### config.mk
export PLATFORM = sky130hd
export DESIGN_NAME = bit_timing
export DESIGN_NICKNAME = d
export VERILOG_FILES = /design/src/hw/rate_pkg.sv /design/src/hw/line_sync.sv /design/src/hw/rate_table.sv /design/src/hw/bit_timing.sv
export SDC_FILE = /design/constraint.sdc
export NUM_CORES = 1
export LEC_CHECK = 0
export BUFFER_PORTS_ARGS = -buffer_cell sky130_fd_sc_hd__buf_2
export CAP_MARGIN = 10
export CORE_ASPECT_RATIO = 0.7
export CORE_MARGIN = 2
export CORE_UTILIZATION = 48
export DETAILED_ROUTE_END_ITERATION = 16
export GPL_ROUTABILITY_DRIVEN = 0
export GPL_TIMING_DRIVEN = 1
export PLACE_DENSITY = 0.8
export SYNTH_ARGS = -nofsm -noshare
export SYNTH_HDL_FRONTEND = slang
export SYNTH_SLANG_ARGS = --single-unit
### constraint.sdc
create_clock -name i_clk -period 14.8 [get_ports i_clk]
set_input_delay 2.96 -clock i_clk [delete_from_list [all_inputs] [get_ports i_clk]]
set_output_delay 2.96 -clock i_clk [all_outputs]
set_load 0.01 [all_outputs]
### src/hw/rate_pkg.sv
// Constants shared by the bit-rate and hold-timing block
//
// Overview of operation
// - Clock line is open drain: driven low or released, always sensed back.
// - Data line is open drain: driven low or released, always sensed back.
// - Own slave address lives in bits 7..1 of the address register.
// - Prescale field bits 7..6: 00 gives 1, 01 gives 2, 10 gives 4, 11 reserved.
// - Six-bit rate index in bits 5..0 sets bit rate and all hold times.
// - Index 0x00..0x1F looks up divider, data, start and stop hold counts.
// - Clock period in bus cycles equals prescale factor times divider.
// - Data changes prescale times data hold cycles after clock falls.
// - Start: clock falls prescale times start hold cycles after data falls.
// - Stop: data rises prescale times stop hold cycles after clock rises.
// - Index 0x20..0x3F uses the continued divider and hold lookup.
package rate_pkg;

   // ********************************************
   // Register map and fields
   // ********************************************
   localparam logic [7:0] OFS_ADDR = 8'h00;
   localparam logic [7:0] OFS_RATE = 8'h04;
   localparam logic [7:0] OFS_CMD  = 8'h08;
   localparam logic [7:0] OFS_STS  = 8'h0c;

   localparam logic [7:0] RST_ADDR = 8'h00;
   localparam logic [7:0] RST_RATE = 8'h00;

   localparam int ADDR_MSB = 7;
   localparam int ADDR_LSB = 1;
   localparam int PRESCALE_FACTOR_SEL_MSB = 7;
   localparam int PRESCALE_FACTOR_SEL_LSB = 6;
   localparam int ICR_MSB  = 5;
   localparam int ICR_LSB  = 0;
   localparam int CMD_MSB  = 1;
   localparam int CMD_LSB  = 0;
   localparam int CMD_DATA = 2;

   localparam int STS_BUSY = 0;
   localparam int STS_RX   = 1;
   localparam int STS_SCL  = 2;
   localparam int STS_SDA  = 3;

   // Counter width covers 4 x 3840
   localparam int CNT_W = 14;

   // Commands written to the command register
   typedef enum logic [1:0] {CMD_NONE, CMD_START, CMD_BIT, CMD_STOP} cmd_t;

   // Bit engine states
   typedef enum logic [2:0] {
      S_IDLE, S_PRE_LOW, S_PRE_HIGH, S_START,
      S_BIT_LOW, S_BIT_HIGH, S_STOP_LOW, S_STOP_HIGH
   } st_t;

   // Multiply a table count by the prescale factor; reserved code acts as one
   function automatic logic [CNT_W-1:0] scale(input logic [CNT_W-1:0] v,
                                              input logic [1:0] m);
      case (m)
         2'b01:   scale = v << 1;
         2'b10:   scale = v << 2;
         default: scale = v;
      endcase
   endfunction

endpackage

### src/hw/line_sync.sv
// Two-flop synchroniser for the sensed bus lines
`timescale 1ns/10ps
`default_nettype none
module line_sync (
   input  wire logic       i_clk,  // Bus clock
   input  wire logic       i_rst,  // Async reset, high
   input  wire logic [1:0] i_d,    // Raw pin levels
   output logic      [1:0] o_q     // Synchronised levels
);
   logic [1:0] meta_r;

   // Released lines idle high, so reset to high
   always_ff @(posedge i_clk or posedge i_rst) begin
      if (i_rst) begin
         meta_r <= 2'h3;
         o_q    <= 2'h3;
      end else begin
         meta_r <= i_d;
         o_q    <= meta_r;
      end
   end
endmodule // line_sync
`default_nettype wire

### src/hw/rate_table.sv
// Divider and hold count lookup indexed by the rate index
`timescale 1ns/10ps
`default_nettype none
module rate_table (
   input  wire logic [5:0]  i_idx,    // Rate index
   output logic      [11:0] o_div,    // Clock divider
   output logic      [9:0]  o_hold,   // Data hold count
   output logic      [10:0] o_start,  // Start hold count
   output logic      [10:0] o_stop    // Stop hold count
);
   logic [43:0] e;

   // Rows pack divider, data hold, start hold, stop hold
   always_comb begin
      case (i_idx)
         6'h00: e = {12'd20, 10'd7, 11'd6, 11'd11};
         6'h01: e = {12'd22, 10'd7, 11'd7, 11'd12};
         6'h02: e = {12'd24, 10'd8, 11'd8, 11'd13};
         6'h03: e = {12'd26, 10'd8, 11'd9, 11'd14};
         6'h04: e = {12'd28, 10'd9, 11'd10, 11'd15};
         6'h05: e = {12'd30, 10'd9, 11'd11, 11'd16};
         6'h06: e = {12'd34, 10'd10, 11'd13, 11'd18};
         6'h07: e = {12'd40, 10'd10, 11'd16, 11'd21};
         6'h08: e = {12'd28, 10'd7, 11'd10, 11'd15};
         6'h09: e = {12'd32, 10'd7, 11'd12, 11'd17};
         6'h0a: e = {12'd36, 10'd9, 11'd14, 11'd19};
         6'h0b: e = {12'd40, 10'd9, 11'd16, 11'd21};
         6'h0c: e = {12'd44, 10'd11, 11'd18, 11'd23};
         6'h0d: e = {12'd48, 10'd11, 11'd20, 11'd25};
         6'h0e: e = {12'd56, 10'd13, 11'd24, 11'd29};
         6'h0f: e = {12'd68, 10'd13, 11'd30, 11'd35};
         6'h10: e = {12'd48, 10'd9, 11'd18, 11'd25};
         6'h11: e = {12'd56, 10'd9, 11'd22, 11'd29};
         6'h12: e = {12'd64, 10'd13, 11'd26, 11'd33};
         6'h13: e = {12'd72, 10'd13, 11'd30, 11'd37};
         6'h14: e = {12'd80, 10'd17, 11'd34, 11'd41};
         6'h15: e = {12'd88, 10'd17, 11'd38, 11'd45};
         6'h16: e = {12'd104, 10'd21, 11'd46, 11'd53};
         6'h17: e = {12'd128, 10'd21, 11'd58, 11'd65};
         6'h18: e = {12'd80, 10'd9, 11'd38, 11'd41};
         6'h19: e = {12'd96, 10'd9, 11'd46, 11'd49};
         6'h1a: e = {12'd112, 10'd17, 11'd54, 11'd57};
         6'h1b: e = {12'd128, 10'd17, 11'd62, 11'd65};
         6'h1c: e = {12'd144, 10'd25, 11'd70, 11'd73};
         6'h1d: e = {12'd160, 10'd25, 11'd78, 11'd81};
         6'h1e: e = {12'd192, 10'd33, 11'd94, 11'd97};
         6'h1f: e = {12'd240, 10'd33, 11'd118, 11'd121};
         6'h20: e = {12'd160, 10'd17, 11'd78, 11'd81};
         6'h21: e = {12'd192, 10'd17, 11'd94, 11'd97};
         6'h22: e = {12'd224, 10'd33, 11'd110, 11'd113};
         6'h23: e = {12'd256, 10'd33, 11'd126, 11'd129};
         6'h24: e = {12'd288, 10'd49, 11'd142, 11'd145};
         6'h25: e = {12'd320, 10'd49, 11'd158, 11'd161};
         6'h26: e = {12'd384, 10'd65, 11'd190, 11'd193};
         6'h27: e = {12'd480, 10'd65, 11'd238, 11'd241};
         6'h28: e = {12'd320, 10'd33, 11'd158, 11'd161};
         6'h29: e = {12'd384, 10'd33, 11'd190, 11'd193};
         6'h2a: e = {12'd448, 10'd65, 11'd222, 11'd225};
         6'h2b: e = {12'd512, 10'd65, 11'd254, 11'd257};
         6'h2c: e = {12'd576, 10'd97, 11'd286, 11'd289};
         6'h2d: e = {12'd640, 10'd97, 11'd318, 11'd321};
         6'h2e: e = {12'd768, 10'd129, 11'd382, 11'd385};
         6'h2f: e = {12'd960, 10'd129, 11'd478, 11'd481};
         6'h30: e = {12'd640, 10'd65, 11'd318, 11'd321};
         6'h31: e = {12'd768, 10'd65, 11'd382, 11'd385};
         6'h32: e = {12'd896, 10'd129, 11'd446, 11'd449};
         6'h33: e = {12'd1024, 10'd129, 11'd510, 11'd513};
         6'h34: e = {12'd1152, 10'd193, 11'd574, 11'd577};
         6'h35: e = {12'd1280, 10'd193, 11'd638, 11'd641};
         6'h36: e = {12'd1536, 10'd257, 11'd766, 11'd769};
         6'h37: e = {12'd1920, 10'd257, 11'd958, 11'd961};
         6'h38: e = {12'd1280, 10'd129, 11'd638, 11'd641};
         6'h39: e = {12'd1536, 10'd129, 11'd766, 11'd769};
         6'h3a: e = {12'd1792, 10'd257, 11'd894, 11'd897};
         6'h3b: e = {12'd2048, 10'd257, 11'd1022, 11'd1025};
         6'h3c: e = {12'd2304, 10'd385, 11'd1150, 11'd1153};
         6'h3d: e = {12'd2560, 10'd385, 11'd1278, 11'd1281};
         6'h3e: e = {12'd3072, 10'd513, 11'd1534, 11'd1537};
         default: e = {12'd3840, 10'd513, 11'd1918, 11'd1921};
      endcase
   end

   assign o_div   = e[43:32];
   assign o_hold  = e[31:22];
   assign o_start = e[21:11];
   assign o_stop  = e[10:0];
endmodule // rate_table
`default_nettype wire

### src/hw/bit_timing.sv
// Bit-rate and hold-timing engine with its register slave
//
// The register addresses and the Wishbone interface to the registers were decided locally.
`timescale 1ns/10ps
`default_nettype none
module bit_timing (
   input  wire logic        i_clk,       // Bus clock, 250 MHz
   input  wire logic        i_rst,       // Async reset, high
   input  wire logic        i_wb_cyc,    // Bus cycle
   input  wire logic        i_wb_stb,    // Bus strobe
   input  wire logic        i_wb_we,     // Write enable
   input  wire logic [7:0]  i_wb_adr,    // Byte address
   input  wire logic [3:0]  i_wb_sel,    // Byte lanes
   input  wire logic [31:0] i_wb_dat,    // Write data
   output logic      [31:0] o_wb_dat,    // Read data
   output logic             o_wb_ack,    // Acknowledge
   input  wire logic        i_scl,       // Clock line level
   output logic             o_scl_o,     // Clock line drive value
   output logic             o_scl_oe,    // Clock line pulled low
   input  wire logic        i_sda,       // Data line level
   output logic             o_sda_o,     // Data line drive value
   output logic             o_sda_oe,    // Data line pulled low
   output logic      [6:0]  o_own_addr,  // Own slave address
   output logic             o_busy       // Engine busy
);
   import rate_pkg::*;

   // ********************************************
   // Registers and bus slave
   // ********************************************

   logic [7:0]       own_addr_r;
   logic [7:0]       rate_r;
   logic [7:0]       cmd_r;
   logic             pend_r;
   logic             ack_r;
   logic [31:0]      rdat_r;
   logic             req;
   logic             wr;
   logic             take;
   logic [1:0]       lines;
   logic             scl_in;
   logic             sda_in;
   st_t              state_r;
   logic [CNT_W-1:0] cnt_r;
   logic             scl_oe_r;
   logic             sda_oe_r;
   logic             rx_r;

   // New request on the bus; ack drops the cycle after it is given
   assign req = i_wb_cyc && i_wb_stb && !ack_r;
   assign wr  = req && i_wb_we && i_wb_sel[0];

   // Engine picks up a pending command only from idle
   assign take = pend_r && (state_r == S_IDLE);

   // Acknowledge one cycle after the request appears
   always_ff @(posedge i_clk or posedge i_rst) begin
      if (i_rst) begin
         ack_r <= 1'b0;
      end else begin
         ack_r <= req;
      end
   end

   // Own address and rate settings, low lane only
   always_ff @(posedge i_clk or posedge i_rst) begin
      if (i_rst) begin
         own_addr_r <= RST_ADDR;
         rate_r     <= RST_RATE;
      end else if (wr) begin
         if (i_wb_adr == OFS_ADDR) begin
            own_addr_r <= {i_wb_dat[ADDR_MSB:ADDR_LSB], 1'b0};
         end
         if (i_wb_adr == OFS_RATE) begin
            rate_r <= i_wb_dat[7:0];
         end
      end
   end

   // Command register; a write while busy is dropped, not queued
   always_ff @(posedge i_clk or posedge i_rst) begin
      if (i_rst) begin
         cmd_r  <= 8'h00;
         pend_r <= 1'b0;
      end else if (take) begin
         pend_r <= 1'b0;
      end else if (wr && i_wb_adr == OFS_CMD && !o_busy) begin
         cmd_r  <= i_wb_dat[7:0];
         pend_r <= (i_wb_dat[CMD_MSB:CMD_LSB] != CMD_NONE);
      end
   end

   // Read data captured with the ack; unmapped reads give zero
   always_ff @(posedge i_clk or posedge i_rst) begin
      if (i_rst) begin
         rdat_r <= 32'h0000_0000;
      end else if (req) begin
         case (i_wb_adr)
            OFS_ADDR: rdat_r <= {24'h00_0000, own_addr_r};
            OFS_RATE: rdat_r <= {24'h00_0000, rate_r};
            OFS_CMD:  rdat_r <= {24'h00_0000, cmd_r};
            OFS_STS:  rdat_r <= {28'h000_0000, sda_in, scl_in, rx_r, o_busy};
            default:  rdat_r <= 32'h0000_0000;
         endcase
      end
   end

   assign o_wb_ack   = ack_r;
   assign o_wb_dat   = rdat_r;
   assign o_own_addr = own_addr_r[ADDR_MSB:ADDR_LSB];
   assign o_busy     = pend_r || (state_r != S_IDLE);

   // ********************************************
   // Timing values
   // ********************************************

   logic [11:0]      tb_div;
   logic [9:0]       tb_hold;
   logic [10:0]      tb_start;
   logic [10:0]      tb_stop;
   logic [1:0]       mul;
   logic [CNT_W-1:0] period;
   logic [CNT_W-1:0] low_cyc;
   logic [CNT_W-1:0] high_cyc;
   logic [CNT_W-1:0] hold_cyc;
   logic [CNT_W-1:0] start_cyc;
   logic [CNT_W-1:0] stop_cyc;

   // Divider and hold counts from the index
   rate_table u_table (
      .i_idx   (rate_r[ICR_MSB:ICR_LSB]),
      .o_div   (tb_div),
      .o_hold  (tb_hold),
      .o_start (tb_start),
      .o_stop  (tb_stop)
   );

   assign mul = rate_r[PRESCALE_FACTOR_SEL_MSB:PRESCALE_FACTOR_SEL_LSB];

   // Every count scaled by the prescale factor
   assign period    = scale({2'b00, tb_div}, mul);
   assign hold_cyc  = scale({4'h0, tb_hold}, mul);
   assign start_cyc = scale({3'b000, tb_start}, mul);
   assign stop_cyc  = scale({3'b000, tb_stop}, mul);

   // Low half rounds down, high half takes the rest
   assign low_cyc  = period >> 1;
   assign high_cyc = period - low_cyc;

   // ********************************************
   // Bus lines
   // ********************************************

   // Sensed levels pass two flops before any use
   line_sync u_sync (
      .i_clk (i_clk),
      .i_rst (i_rst),
      .i_d   ({i_scl, i_sda}),
      .o_q   (lines)
   );

   assign scl_in = lines[1];
   assign sda_in = lines[0];

   // Clock line only ever pulled low or released
   assign o_scl_o  = 1'b0;
   assign o_scl_oe = scl_oe_r;

   // Data line only ever pulled low or released
   assign o_sda_o  = 1'b0;
   assign o_sda_oe = sda_oe_r;

   // ********************************************
   // Bit engine
   // ********************************************

   // One command per run; the clock is left low after start and bit
   // so the next bit can follow without a glitch on the line.
   always_ff @(posedge i_clk or posedge i_rst) begin
      if (i_rst) begin
         state_r  <= S_IDLE;
         cnt_r    <= '0;
         scl_oe_r <= 1'b0;
         sda_oe_r <= 1'b0;
         rx_r     <= 1'b0;
      end else begin
         cnt_r <= cnt_r + 1'b1;
         case (state_r)
            S_IDLE: begin
               cnt_r <= '0;
               if (take) begin
                  case (cmd_r[CMD_MSB:CMD_LSB])
                     CMD_START: begin
                        state_r <= scl_oe_r ? S_PRE_LOW : S_PRE_HIGH;
                     end
                     CMD_BIT: begin
                        state_r  <= S_BIT_LOW;
                        scl_oe_r <= 1'b1;
                     end
                     CMD_STOP: begin
                        state_r  <= S_STOP_LOW;
                        scl_oe_r <= 1'b1;
                     end
                     default: begin
                        state_r <= S_IDLE;
                     end
                  endcase
               end
            end
            // Repeated start: release data, then raise the clock
            S_PRE_LOW: begin
               if (cnt_r == hold_cyc - 1'b1) begin
                  sda_oe_r <= 1'b0;
               end
               if (cnt_r == low_cyc - 1'b1) begin
                  state_r  <= S_PRE_HIGH;
                  scl_oe_r <= 1'b0;
                  cnt_r    <= '0;
               end
            end
            // Clock high for a half period before data falls
            S_PRE_HIGH: begin
               if (!scl_in) begin
                  cnt_r <= '0;
               end else if (cnt_r == high_cyc - 1'b1) begin
                  state_r  <= S_START;
                  sda_oe_r <= 1'b1;
                  cnt_r    <= '0;
               end
            end
            // Clock held high, then falls after start hold
            S_START: begin
               if (cnt_r == start_cyc - 1'b1) begin
                  state_r  <= S_IDLE;
                  scl_oe_r <= 1'b1;
               end
            end
            // Data changes only after the data hold
            S_BIT_LOW: begin
               if (cnt_r == hold_cyc - 1'b1) begin
                  sda_oe_r <= !cmd_r[CMD_DATA];
               end
               if (cnt_r == low_cyc - 1'b1) begin
                  state_r  <= S_BIT_HIGH;
                  scl_oe_r <= 1'b0;
                  cnt_r    <= '0;
               end
            end
            // High half counts once the line is seen high (stretching)
            S_BIT_HIGH: begin
               if (!scl_in) begin
                  cnt_r <= '0;
               end else if (cnt_r == high_cyc - 1'b1) begin
                  state_r  <= S_IDLE;
                  rx_r     <= sda_in;
                  scl_oe_r <= 1'b1;
               end
            end
            // Data pulled low after the data hold
            S_STOP_LOW: begin
               if (cnt_r == hold_cyc - 1'b1) begin
                  sda_oe_r <= 1'b1;
               end
               if (cnt_r == low_cyc - 1'b1) begin
                  state_r  <= S_STOP_HIGH;
                  scl_oe_r <= 1'b0;
                  cnt_r    <= '0;
               end
            end
            // Data released after stop hold with clock high
            S_STOP_HIGH: begin
               if (!scl_in) begin
                  cnt_r <= '0;
               end else if (cnt_r == stop_cyc - 1'b1) begin
                  state_r  <= S_IDLE;
                  sda_oe_r <= 1'b0;
               end
            end
            default: begin
               state_r <= S_IDLE;
            end
         endcase
      end
   end

   // ********************************************
   // Checks
   // ********************************************

   // Address field follows the written data
   chk_own_address: assert property (
      @(posedge i_clk) disable iff (i_rst)
      wr && i_wb_adr == OFS_ADDR |=> o_own_addr == $past(i_wb_dat[7:1]))
      else $error("own address not updated");

   // Prescale factor applied to the divider
   chk_mul_decode: assert property (
      @(posedge i_clk) disable iff (i_rst)
      mul == 2'b10 |-> period == {tb_div, 2'b00})
      else $error("factor four not applied");

   chk_rate_low: assert property (
      @(posedge i_clk) disable iff (i_rst)
      rate_r == 8'h07 |-> period == 14'd40 && hold_cyc == 14'd10 &&
                          start_cyc == 14'd16 && stop_cyc == 14'd21)
      else $error("index 07 lookup wrong");

   // Upper table anchors with factor two
   chk_rate_high: assert property (
      @(posedge i_clk) disable iff (i_rst)
      rate_r == 8'h7f |-> period == 14'd7680 && start_cyc == 14'd3836)
      else $error("index 3f lookup wrong");

   // Data changes in the low phase exactly at the hold count
   chk_data_hold: assert property (
      @(posedge i_clk) disable iff (i_rst)
      $changed(sda_oe_r) && $past(state_r) == S_BIT_LOW
      |-> $past(cnt_r) == $past(hold_cyc) - 1'b1)
      else $error("data changed off the hold time");

   // Clock falls after the start hold
   chk_start_hold: assert property (
      @(posedge i_clk) disable iff (i_rst)
      $past(state_r) == S_START && $rose(scl_oe_r)
      |-> $past(cnt_r) == $past(start_cyc) - 1'b1)
      else $error("start hold wrong");

   // Data rises only at the stop hold
   chk_stop_hold: assert property (
      @(posedge i_clk) disable iff (i_rst)
      $past(state_r) == S_STOP_HIGH && $fell(sda_oe_r)
      |-> $past(cnt_r) == $past(stop_cyc) - 1'b1 && $past(scl_in))
      else $error("stop hold wrong");

   // Low phase lasts half the period
   chk_low_half: assert property (
      @(posedge i_clk) disable iff (i_rst)
      $past(state_r) == S_BIT_LOW && $fell(scl_oe_r)
      |-> $past(cnt_r) == $past(low_cyc) - 1'b1 && state_r == S_BIT_HIGH)
      else $error("low phase length wrong");

   // Data drive is untouched while the clock is released mid-bit
   chk_sda_stable: assert property (
      @(posedge i_clk) disable iff (i_rst)
      state_r == S_BIT_HIGH && $past(state_r) == S_BIT_HIGH
      |-> $stable(sda_oe_r))
      else $error("data moved while clock high");

   // Single-cycle acknowledge
   chk_ack_pulse: assert property (
      @(posedge i_clk) disable iff (i_rst)
      o_wb_ack |=> !o_wb_ack)
      else $error("ack held too long");

endmodule // bit_timing
`default_nettype wire

==> results by group <==
Clock network
  – CTS Root Cell: clkbuf_16
  – Clock transition at path regs: 0.05 ns
  – Clock Tree Buf Depth: 2
  – Cts hold-fix bufs: 0
  – TritonCTS clock tree: done
  – Clk sink count: 57
  – Post-CTS setup repair buffer count: 0
  – Worst-Skew Late Latency: 0.33 ns
  – H-tree Lvls: 3
  – TritonCTS buffer count: 9
  – Cts repair resizes: 0

Floorplan
  – Die span in y: 112 um
  – Die width: 158 um
  – Die area: 0.0177 mm2
  – Io pins: 96
  – Area of the core: 0.0163 mm2
  – Site Rows: 39
  – Initial core utilization: 0.490

Critical path
  – Largest driver fanout on the critical path: 11
  – Worst EP arrival: 6.91 ns
  – Reg2Reg Setup Slack: 8.10 ns
  – Reg2reg end: o_sda_oe$_DFFE_PP0P_
  – FF-to-FF Start: rate_r[0]$_DFFE_PP0P_
  – Crit. Startpoint: rate_r[0]$_DFFE_PP0P_
  – Kind of critical path: register to register
  – R2r worst-path depth: 19
  – CP endpoint kind: register
  – Crit path capture: o_sda_oe$_DFFE_PP0P_
  – Data required, critical path: 15.00 ns
  – CP Launch Type: register

Logic synthesis
  – Synth Warn #: 0
  – Number of synthesized flops with an enable pin: 0
  – Yosys reg bits: 57
  – Mapped Cells: 1017
  – Async S/R FF share, synth: 1.00
  – Synth Area in Compound Gates: 0.241
  – Post-Synth Adder-Cell Area: 0.0739
  – Register area share after synthesis: 0.179
  – Mapped Area: 0.00799 mm2
  – Average cell area after synthesis: 7.86 um2
  – Synth top area cells: dfrtp_1, ha_1, xnor2_1
  – Simple logic cell fraction of the synthesized area: 0.243
  – Area leader, netlist: dfrtp_1
  – Xor-xnor portion of the synthesized cell area: 0.0921
  – Synth top area share: 0.166
  – Top_reg_cell synth: dfrtp_1
  – Unique masters post-synth: 102
  – Mux cell area share after synthesis: 0.0829
  – Main combinational cell family by area after synthesis: simple AND/OR/NAND/NOR gates

Global route
  – First-pass GRT wire length: 38.5 mm
  – Total global routing overflow: 0
  – Largest net degree at the start of global routing: 75
  – Overall Global Routing Usage: 0.271
  – Vias in the first global route: 7337
  – Initial antenna violation count: 0

Detailed routing
  – Via/cell ratio: 6.32
  – Vias after detailed routing: 7862
  – DR iter-0 viols: 847
  – DRC: 0
  – Total wire length: 23.4 mm
  – Pre-Repair DR Iteration Count: 5
  – DRT antenna net count: 0
  – Routed len/inst: 18.8 um

Layout
  – Most frequent cells in the layout: nor2_1, nand2_1, xnor2_1
  – Design area: 0.00844 mm2
  – Nets: 1111
  – Layout cell share with drive strength beyond 1: 0.145
  – Syn-to-layout area delta: 5.61%
  – Commonest non-fill, non-tap cell in the layout: nor2_1
  – Antenna Cells: 0

Timing
  – Slew headroom: 0.340
  – Tmin final: 6.70 ns
  – # setup viols final: 0
  – Fmax: 0.149 GHz
  – Setup tns final: 0 ns
  – RSZ-0062 raised after global routing: false
  – Final Max Tran Viols: 0
  – Skew final: 0.00855 ns
  – Final WS setup: 8.10 ns
  – Worst slew pin tran: 0.981 ns
  – Post-route clock period utilization: 0.453
  – Final hold vios: 0

Power
  – Worst VDD drop: 0.000131 V
  – Leak Pwr: 3.54 nW
  – Cell Pwr Density: 73.0 mW/mm2

Min path
  – Hold depth: 0
  – Min-delay worst type: register to register

Place
  – Placed instance area: 0.00814 mm2
  – Worst slack, placed: 8.41 ns
  – PortBufs: 42
  – Post-DP HPWL: 17.5 mm

Outcome
  – Status: completed

Flow run
  – Max-Cap Viols: 0
[worst max-delay path, cell delays in order (launching register included)]
cell       delay (ns)
dfrtp_1          0.67
inv_1            0.22
ha_1             0.48
mux2_2           0.45
a211oi_1         0.53
o21ai_0          0.27
o221ai_1         0.45
inv_1            0.16
ha_1             0.40
inv_1            0.12
o21a_1           0.20
o221a_2          0.29
a2111oi_0        0.34
nor2_1           0.10
nor4_1           0.36
nand4_1          0.33
a2bb2oi_1        0.21
o21ai_1          0.20
nor3_1           0.40
mux2_1           0.37
[through the flow]
| step | power [mW] | hold slack [ns] | cells | util |
|---|---|---|---|---|
| 6_report | 0.616 | 0.356 | 1244 | 0.518 |
| 5_1_grt | 0.648 | 0.362 | 1244 | 0.518 |
| 4_1_cts | 0.612 | 0.358 | 1244 | 0.518 |
| 3_5_place_dp | 0.402 | 0.351 | 1228 | 0.499 |
| 3_3_place_gp | 0.398 | 0.348 | 1228 | 0.499 |
| 2_1_floorplan | 0.360 | 0.345 | 1042 | - |
[cell families (layout without fill, tap and decap cells)]
logic type / count (synthesis) / in the layout
xor+xnor: 84 / 84
flops: 57 / 57
other cells: 1 / 26
simple gates: 367 / 367
mux: 55 / 55
fa+ha+maj: 46 / 46
compound gates: 268 / 268
buf+inv: 139 / 116
[per-layer routing]
layer | part of all wire | vias up | global-route usage
met2 | 0.42 | 464 | 0.394
met5 | 0 | - | 0
met4 | 0.011 | 0 | 0.0583
met1 | 0.44 | 3715 | 0.411
met3 | 0.13 | 25 | 0.0553
li1 | - | 3658 | -
[state kept, by name, indices dropped and copies added (netlist names)]
name / cells
cmd_r: 8
cnt_r: 14
o_scl_oe: 1
o_sda_oe: 1
o_wb_ack: 1
o_wb_dat: 8
own_addr_r: 7
pend_r: 1
rate_r: 8
rx_r: 1
state_r: 3
u_sync.meta_r: 2
u_sync.o_q: 2
[worst min-delay path by stage]
| stage | from | endpoint | slack, ns |
|---|---|---|---|
| 3_5_place_dp | u_sync.meta_r[1]$_DFF_PP1_ | u_sync.o_q[1]$_DFF_PP1_ | 0.35 |
| 6_report | u_sync.meta_r[1]$_DFF_PP1_ | u_sync.o_q[1]$_DFF_PP1_ | 0.36 |
| 3_3_place_gp | u_sync.meta_r[1]$_DFF_PP1_ | u_sync.o_q[1]$_DFF_PP1_ | 0.35 |
| 4_1_cts | u_sync.meta_r[1]$_DFF_PP1_ | u_sync.o_q[1]$_DFF_PP1_ | 0.36 |
| 5_1_grt | u_sync.meta_r[1]$_DFF_PP1_ | u_sync.o_q[1]$_DFF_PP1_ | 0.36 |
| 2_1_floorplan | u_sync.meta_r[0]$_DFF_PP1_ | u_sync.o_q[0]$_DFF_PP1_ | 0.35 |
[synth_stat cells, drive strengths merged, types with 4 or more instances]
library cell	count
a311oi	5
a221oi	10
xor2	25
o221ai	5
nand2	72
o211ai	10
mux2	29
nor3	29
mux2i	22
a21oi	57
o211a	5
a211oi	17
nand2b	24
o22ai	8
and3	11
ha	44
o21ai	52
nand4b	4
a32oi	5
or2	8
xnor2	59
a31oi	12
o311ai	5
nand4	10
a211o	6
o31ai	14
and2	11
o21a	4
a21o	6
nand3b	5
clkbuf	33
or3	9
nand3	39
buf	59
nor3b	13
nor2b	16
dfstp	4
a2bb2oi	7
inv	45
nor4	15
a22oi	7
mux4	4
nor2	88
dfrtp	53
a2111oi	4
[area by class of cell]
type | count | area [um2]
flip-flops and latches | 57 | 1430
clock inverters | 5 | 56.3
inverters | 47 | 176
clock buffers | 11 | 243
well taps | 225 | 282
fillers | 1567 | 7860
multi-input cells | 846 | 5950
repair buffers | 53 | 293
[report_power, final]
group,internal (mW),switching [mW],leakage (nW)
Clock,0.134,0.0732,0.145
Combinational,0.0822,0.118,2.63
Sequential,0.169,0.0400,0.765
Note: power is estimated with default switching activity, not from simulation.
